`src/bc_cc_pkg.sv`:
```
/*
  Shared constants and types for the bus controller condition-code evaluator.
  Assumes a single 250 MHz clock domain shared by every user of the package.
*/
package bc_cc_pkg;

  // ----------------------------------------------------------------
  // Register map
  // ----------------------------------------------------------------
  localparam logic [15:0] BC_CONFIG_OFFSET = 16'h0032;
  localparam logic [15:0] BC_CONFIG_RESET  = 16'h0000;
  localparam logic [7:0]  GP_FLAGS_RESET   = 8'h00;
  localparam int          CFG_TIMEOUT_HI   = 15;
  localparam int          CFG_TIMEOUT_LO   = 14;
  localparam int          CFG_BCAST_MASK_EN = 0;

  // ----------------------------------------------------------------
  // Message control word and RT status word fields
  // ----------------------------------------------------------------
  localparam int CW_MASK_HI      = 14;
  localparam int CW_MASK_LO      = 10;
  localparam int CW_RSVD_MASK    = 9;
  localparam int CW_MASK_BCAST   = 5;
  localparam int SW_ADDR_HI      = 15;
  localparam int SW_ADDR_LO      = 11;
  localparam int SW_RSVD_HI      = 7;
  localparam int SW_RSVD_LO      = 5;
  localparam int SW_BCAST_RCVD   = 4;
  // Status bit watched by control word mask bits 14..10, in that order
  localparam int SW_BIT_FOR_MASK [5] = '{10, 8, 3, 2, 0};

  // ----------------------------------------------------------------
  // Condition field
  // ----------------------------------------------------------------
  localparam int          CC_INVERT_BIT = 4;
  localparam logic [3:0]  CC_NO_REPLY   = 4'h8;
  localparam logic [3:0]  CC_FORMAT     = 4'h9;
  localparam logic [3:0]  CC_CLEAN_BLK  = 4'hA;
  localparam logic [3:0]  CC_MASKED     = 4'hB;
  localparam logic [3:0]  CC_FAULTY_MSG = 4'hC;
  localparam logic [3:0]  CC_RETRY_ANY  = 4'hD;
  localparam logic [3:0]  CC_RETRY_TWO  = 4'hE;
  localparam logic [3:0]  CC_ALWAYS     = 4'hF;
  localparam logic [1:0]  RETRY_NONE    = 2'h0;
  localparam logic [1:0]  RETRY_TWO     = 2'h2;

  // ----------------------------------------------------------------
  // Types
  // ----------------------------------------------------------------
  typedef enum logic [1:0] {
    GP_HOLD,
    GP_SET,
    GP_CLEAR,
    GP_TOGGLE
  } gp_op_t;

  typedef enum logic [2:0] {
    MSG_RT_TO_BC,
    MSG_RT_TO_RT,
    MSG_TX_MODE_DATA,
    MSG_BC_TO_RT,
    MSG_RX_MODE_DATA,
    MSG_MODE_NO_DATA
  } msg_kind_t;

endpackage : bc_cc_pkg

```
`src/cc_select.sv`:
```
/*
  Combinational condition-code selector: picks a flag with bits 3-0 of the
  condition field and applies the inverse sense on bit 4, except for code E, whose inverse reads as false.
  Assumes all flag inputs are registered by the caller.
*/
`timescale 1ns/1ps
`default_nettype none
module cc_select
  import bc_cc_pkg::*;
(
  // Condition field
  input  wire logic [4:0] cond,
  // Flags
  input  wire logic [7:0] gp_flags,
  input  wire logic       no_reply_flag,
  input  wire logic       format_fault_flag,
  input  wire logic       clean_block_flag,
  input  wire logic       masked_status_flag,
  input  wire logic       faulty_message_flag,
  input  wire logic [1:0] retries,
  // Result
  output logic            result
);

  logic       inv;
  logic [3:0] code;

  always_comb
  begin
    inv  = cond[CC_INVERT_BIT];
    code = cond[3:0];
    result = 1'b0;
    case (code)
      CC_NO_REPLY:   result = no_reply_flag ^ inv;
      CC_FORMAT:     result = format_fault_flag ^ inv;
      CC_CLEAN_BLK:  result = clean_block_flag ^ inv;
      CC_MASKED:     result = masked_status_flag ^ inv;
      CC_FAULTY_MSG: result = faulty_message_flag ^ inv;
      CC_RETRY_ANY:  result = inv ? (retries == RETRY_NONE)
                                  : (retries != RETRY_NONE);
      // Inverse of two-retries is undefined; it reads as false
      CC_RETRY_TWO:  result = inv ? 1'b0 : (retries == RETRY_TWO);
      CC_ALWAYS:     result = ~inv;
      default:       result = gp_flags[code[2:0]] ^ inv;
    endcase
  end

endmodule : cc_select
`default_nettype wire

```
`src/bc_condition_code_eval.sv`:
```
/*
  Bus controller condition-code evaluation: keeps the general purpose flags,
  the configuration register and the last-message status flags, and decides
  whether a conditional op code executes or is skipped.
  Assumes the sequencer and message engine share this clock and give
  one-cycle pulses; the host reaches registers through a simple write port.
*/
`timescale 1ns/1ps
`default_nettype none
module bc_condition_code_eval
  import bc_cc_pkg::*;
#(
  parameter int GP_WIDTH = 8
)
(
  // Clock and reset
  input  wire logic                clock,
  input  wire logic                rstn,
  // Host register writes
  input  wire logic                cfg_write,
  input  wire logic [15:0]         cfg_wdata,
  input  wire logic                gp_host_write,
  input  wire gp_op_t              gp_host_op,
  input  wire logic [GP_WIDTH-1:0] gp_host_bits,
  // Sequencer flag op code
  input  wire logic                flg_exec,
  input  wire gp_op_t              flg_op,
  input  wire logic [GP_WIDTH-1:0] flg_bits,
  // Message completion report
  input  wire logic                msg_done,
  input  wire msg_kind_t           msg_kind,
  input  wire logic                msg_no_reply,
  input  wire logic                msg_bad_word,
  input  wire logic                msg_loopback_fault,
  input  wire logic [4:0]          msg_rt_addr,
  input  wire logic [15:0]         msg_status_word,
  input  wire logic [15:0]         msg_control_word,
  input  wire logic [1:0]          msg_retries,
  // Condition evaluation
  input  wire logic                eval_req,
  input  wire logic [4:0]          eval_cond,
  output logic                     eval_valid,
  output logic                     eval_true,
  output logic                     execute,
  output logic                     skip,
  // Register and flag views
  output logic [15:0]              bus_controller_configuration,
  output logic [1:0]               no_reply_timeout_sel,
  output logic [GP_WIDTH-1:0]      gp_flags,
  output logic                     no_reply_flag,
  output logic                     format_fault_flag,
  output logic                     clean_block_flag,
  output logic                     masked_status_flag,
  output logic                     faulty_message_flag
);

  // ----------------------------------------------------------------
  // State
  // ----------------------------------------------------------------
  typedef struct packed {
    logic [15:0]         cfg;
    logic [GP_WIDTH-1:0] gp;
    logic                no_reply;
    logic                format_fault;
    logic                clean_block;
    logic                masked;
    logic                faulty;
    logic [1:0]          retries;
    logic                valid;
    logic                result;
    logic                execute;
    logic                skip;
  } state_t;

  state_t state;
  state_t next_state;

  logic [GP_WIDTH-1:0] gp_after_flg;
  logic [GP_WIDTH-1:0] gp_after_host;
  logic [4:0]          mask_hits;
  logic                addr_fault;
  logic                fmt_now;
  logic                bad_now;
  logic                sel_result;

  // ----------------------------------------------------------------
  // General purpose flags, one cell per bit
  // ----------------------------------------------------------------
  // Op code applies first, host write second, so a host write in the
  // same cycle has the final say on the bits it touches.
  genvar gi;
  generate
    for (gi = 0; gi < GP_WIDTH; gi++)
    begin : g_gp
      always_comb
      begin
        gp_after_flg[gi] = state.gp[gi];
        if (flg_exec && flg_bits[gi])
        begin
          case (flg_op)
            GP_SET:    gp_after_flg[gi] = 1'b1;
            GP_CLEAR:  gp_after_flg[gi] = 1'b0;
            GP_TOGGLE: gp_after_flg[gi] = ~state.gp[gi];
            default:   gp_after_flg[gi] = state.gp[gi];
          endcase
        end
        gp_after_host[gi] = gp_after_flg[gi];
        if (gp_host_write && gp_host_bits[gi])
        begin
          case (gp_host_op)
            GP_SET:    gp_after_host[gi] = 1'b1;
            GP_CLEAR:  gp_after_host[gi] = 1'b0;
            GP_TOGGLE: gp_after_host[gi] = ~gp_after_flg[gi];
            default:   gp_after_host[gi] = gp_after_flg[gi];
          endcase
        end
      end
    end
    for (gi = 0; gi < 5; gi++)
    begin : g_mask
      assign mask_hits[gi] = ~msg_control_word[CW_MASK_HI - gi]
                           & msg_status_word[SW_BIT_FOR_MASK[gi]];
    end
  endgenerate

  // ----------------------------------------------------------------
  // Message status decode
  // ----------------------------------------------------------------
  // No status word arrives without a reply, so address and mask checks
  // are only meaningful when one was received.
  assign addr_fault = ~msg_no_reply
                    & (msg_status_word[SW_ADDR_HI:SW_ADDR_LO] != msg_rt_addr);
  assign fmt_now    = msg_bad_word | addr_fault;
  // Masked status is deliberately absent here
  assign bad_now    = fmt_now | msg_no_reply | msg_loopback_fault;

  cc_select u_sel (
    .cond                (eval_cond),
    .gp_flags            (state.gp[7:0]),
    .no_reply_flag       (state.no_reply),
    .format_fault_flag   (state.format_fault),
    .clean_block_flag    (state.clean_block),
    .masked_status_flag  (state.masked),
    .faulty_message_flag (state.faulty),
    .retries             (state.retries),
    .result              (sel_result)
  );

  // ----------------------------------------------------------------
  // Next state
  // ----------------------------------------------------------------
  always_comb
  begin
    next_state         = state;
    next_state.gp      = gp_after_host;
    next_state.valid   = eval_req;
    next_state.execute = 1'b0;
    next_state.skip    = 1'b0;
    if (cfg_write)
    begin
      next_state.cfg = cfg_wdata;
    end
    if (msg_done)
    begin
      next_state.no_reply     = msg_no_reply;
      next_state.format_fault = fmt_now;
      next_state.faulty       = bad_now;
      next_state.retries      = msg_retries;
      next_state.masked       = ~msg_no_reply & (
          (|mask_hits)
        | (~msg_control_word[CW_RSVD_MASK]
           & (|msg_status_word[SW_RSVD_HI:SW_RSVD_LO]))
        | (state.cfg[CFG_BCAST_MASK_EN] & ~msg_control_word[CW_MASK_BCAST]
           & msg_status_word[SW_BCAST_RCVD]));
      if (bad_now)
      begin
        next_state.clean_block = 1'b0;
      end
      else
      begin
        case (msg_kind)
          MSG_RT_TO_BC, MSG_RT_TO_RT, MSG_TX_MODE_DATA:
            next_state.clean_block = 1'b1;
          default:
            next_state.clean_block = 1'b0;
        endcase
      end
    end
    if (eval_req)
    begin
      next_state.result  = sel_result;
      next_state.execute = sel_result;
      next_state.skip    = ~sel_result;
    end
  end

  always_ff @(posedge clock or negedge rstn)
  begin
    if (!rstn)
    begin
      state     <= '0;
      state.cfg <= BC_CONFIG_RESET;
      state.gp  <= GP_WIDTH'(GP_FLAGS_RESET);
    end
    else
    begin
      state <= next_state;
    end
  end

  // ----------------------------------------------------------------
  // Outputs
  // ----------------------------------------------------------------
  assign eval_valid                   = state.valid;
  assign eval_true                    = state.result;
  assign execute                      = state.execute;
  assign skip                         = state.skip;
  assign bus_controller_configuration = state.cfg;
  assign no_reply_timeout_sel         = state.cfg[CFG_TIMEOUT_HI:CFG_TIMEOUT_LO];
  assign gp_flags                     = state.gp;
  assign no_reply_flag                = state.no_reply;
  assign format_fault_flag            = state.format_fault;
  assign clean_block_flag             = state.clean_block;
  assign masked_status_flag           = state.masked;
  assign faulty_message_flag          = state.faulty;

endmodule : bc_condition_code_eval
`default_nettype wire

```
`config.mk`:
```
export PLATFORM = sky130hd
export DESIGN_NAME = bc_condition_code_eval
export DESIGN_NICKNAME = d
export VERILOG_FILES = /design/src/bc_cc_pkg.sv /design/src/cc_select.sv /design/src/bc_condition_code_eval.sv
export SDC_FILE = /design/constraint.sdc
export NUM_CORES = 1
export LEC_CHECK = 0
export ABC_CLOCK_PERIOD_IN_PS = 2850
export BUFFER_PORTS_ARGS = -buffer_cell sky130_fd_sc_hd__buf_2
export CORE_UTILIZATION = 44
export CTS_BUF_LIST = sky130_fd_sc_hd__clkbuf_8
export DETAILED_ROUTE_END_ITERATION = 6
export PLACE_DENSITY = 0.83
export SETUP_SLACK_MARGIN = 0.15
export SLEW_MARGIN = 20
export SYNTH_ARGS = -nofsm -noshare
export SYNTH_HDL_FRONTEND = slang
export SYNTH_SLANG_ARGS = --single-unit
```
`constraint.sdc`:
```
create_clock -name clock -period 2.85 [get_ports clock]
set_input_delay 0.4275 -clock clock [delete_from_list [all_inputs] [get_ports clock]]
set_output_delay 0.4275 -clock clock [all_outputs]
set_load 0.005 [all_outputs]
```
==> metrics.md <==
| Metric | Value |
|---|---|
| Clock buffer count from CTS | 5 |
| EDFF count, synth | 0 |
| DIE WIDTH | roughly 69 um |
| Status | complete, no violations |
| Top-area cell type share of the netlist area | a little over two fifths |
| Tot Pwr | between 1 and 1.5 mW |
| Max frequency | around 480 MHz |
| Pwr/cell area | between 500 and 600 nW/um2 |
| Full die area | between 4000 and 5000 um2 |
| TritonCTS Sinks | 35 |
| Type of the worst setup path | register to register |
| Ratio of routed vias to standard cells | 5.44 |
| WL/cell | about 13 um |
| Mapped cell area | approximately 2000 um2 |
| Worst slew pin tran | between 0.7 and 0.8 ns |
| Post-synthesis sequential area ratio | 44.0% |
| Clock Tree Root | clkbuf_8 |
| Asr flop ratio synth | 100% |
| Peak VDD IR | 0.000283 V |
| Hpwl dp | ~3.5 mm |
| Drt drc | 0 |
| Clk buf depth | 2 |
| # diodes | 0 |
| Fin Setup TNS | 0 ns |
| PortBufs | 116 |
| Die Ht | slightly below 70 um |
| Register bit total from synthesis | 35 |
| Post-CTS Resized | 0 |
| Core area | 4350 um2 |
| Leakage power | ~1.2 nW |
| Hold Fails Final Rpt | 0 |
| Post-Route WL | 4.28 mm |
| Initial antenna violation count | 0 |
| Rel. slew slack | 50.5% |
| Slowest cell on crit path | or4b_1 |
| Worst Hold Class | primary input to async pin |
| Mean Syn Cell Area | 10.9 um2 |
| Worst-path clk slew | 0.07 ns |
| Post-route ant nets | 0 |
| Final period utilization | roughly 73% |
| Most common flop cell mapped by yosys | dfrtp_1 |
| DR vias | between 1.5k and 2k |
| I/O pins | between 100 and 150 |
| Share of cells above drive strength 1 | 55.1% |
| Max Clock Skew | 0.00212 ns |
| Area growth syn-to-layout | 24.4% |
| Yosys top cell by area | dfrtp_1 |
| CTS H-tree depth | 2 |
| Startpoint types | register |
| Tmin final | around 2.1 ns |
| Top-count cell post-synth | dfrtp_1 |
| CP Cell Sequence | nor2b_1 -> mux4_2 -> a22o_1 -> or4b_1 -> and4_1 |
| Final core utilization | roughly 57% |
| Vias in the first global route | ~1.7k |
| Worst path max stage delay | between 0.5 and 0.6 ns |
| Max Slew Vio Count | 0 |
| Largest cells by area after synthesis | dfrtp_1 (44%), mux2_2 (12%), buf_4 (9.8%) |
| GRT overflow | 0 |
| Hold Buf Count CTS | 0 |
| Total track usage | between 10% and 20% |
| Largest net degree at the start of global routing | 36 |
| Syn_nets | ~280 |
| Most frequent cells after synthesis | dfrtp_1 (35), buf_4 (26), mux2_2 (22), a31oi_1 (16), a41oi_1 (16) |
| Max-cap violations | 0 |
| Worst reg-to-reg path cell count | 5 |
| Final setup fails | 0 |
| Synth warn | 0 |
| Yosys cell types | 37 |
| Crit. Startpoint | gp_flags[4]$_DFF_PN0_ |
| CTS tree | yes |
| Clock Latency Late Sink | 0.28 ns |
| Placer Congestion | 0.751 |
| Final hold slack | between 0.2 and 0.25 ns |
| Crit path required time | 3.02 ns |
| Number of cell rows | 24 |
| Worst path arrival time | about 2.3 ns |
| Drt first pass iters | 4 |
| RSZ-0062 raised after global routing | false |
| Mapped Cells | ~180 |
| DRT iter0 DRCs | 73 |
| First-pass GRT wire length | between 7 and 8 mm |
| CP Max Fanout | 4 |
| RR Startpoint | gp_flags[4]$_DFF_PN0_ |
| Initial Util | a little under half |
| Post-CTS setup repair buffer count | 0 |
| CP endpoint kind | register |
| Final nets | between 300 and 400 |
## logic make-up after synthesis
group           count (synthesis)  share of synthesized area [%]
compound gates                 51                           18.7
buf+inv                        44                           13.6
flops                          35                           44.0
mux                            24                           14.9
simple gates                   23                           6.60
xor+xnor                        5                           2.20
## critical path: cells and delay by family, from the launching register on
kind | cells | cell delay, ns
simple gates | 3 | 0.86
compound gates | 1 | 0.28
mux | 1 | 0.45
flops | 1 | 0.40
## metrics by stage
stage / setup WS, ns / std cells / area, um2
5_1_grt: 0.696 / 319 / 2480
3_5_place_dp: 0.587 / 312 / 2390
2_1_floorplan: 0.787 / 182 / 1990
4_1_cts: 0.751 / 319 / 2480
6_report: 0.760 / 319 / 2480
3_3_place_gp: 0.632 / 312 / 2390
## final timing paths
kind / slack [ns] / endpoint
worst min-delay path: 0.21 / eval_true$_DFFE_PN0P_
max in group asynchronous: 2.17 / gp_flags[6]$_DFF_PN0_
min in group clock: 0.33 / eval_valid$_DFF_PN0_
worst max register to register: 0.76 / execute$_DFF_PN0_
worst min register to register: 0.51 / bus_controller_configuration[8]$_DFFE_PN0P_
worst max-delay path: 0.76 / execute$_DFF_PN0_
## report_power, final
| group | switching (mW) | internal [mW] |
|---|---|---|
| sequential | 0.0494 | 0.564 |
| clock | 0.168 | 0.190 |
| combinational | 0.154 | 0.188 |
## cell usage in the layout (no fill, tap or decap), types with 2 or more instances in the layout
cell	instances
a21oi_1	6
a31oi_1	16
a41oi_1	16
and3_1	2
buf_2	116
clkbuf_8	6
dfrtp_1	35
inv_1	6
mux2_2	22
nand2_1	2
nand2b_1	2
nor2_1	5
nor2b_1	3
nor3_1	3
o211ai_1	3
xnor2_1	2
xor2_1	3
## registers in the layout (all words and copies together), names as in the netlist
name                          count
state                             2
gp_flags                          8
masked_status_flag                1
eval_true                         1
clean_block_flag                  1
format_fault_flag                 1
eval_valid                        1
execute                           1
bus_controller_configuration     16
faulty_message_flag               1
no_reply_flag                     1
skip                              1
## layout make-up
type / instances / area (um2)
Sequential cell: 35 / 876
Inverter: 6 / 22.5
Timing Repair Buffer: 116 / 581
Tap cell: 52 / 65.1
Clock buffer: 6 / 82.6
Clock inverter: 1 / 5.00
Fill cell: 404 / 1880
Multi-Input combinational cell: 103 / 845
## metal layers
metal	part of all wire [%]	wire length, um	GRT usage, %	up-vias
li1	-	-	-	840
met1	40	1730	22.1	821
met2	53	2250	34.5	69
met3	6.0	255	4.80	4
met4	0.98	42	5.67	0
met5	0	0	0	-
Power figures use the tool's default switching activity.
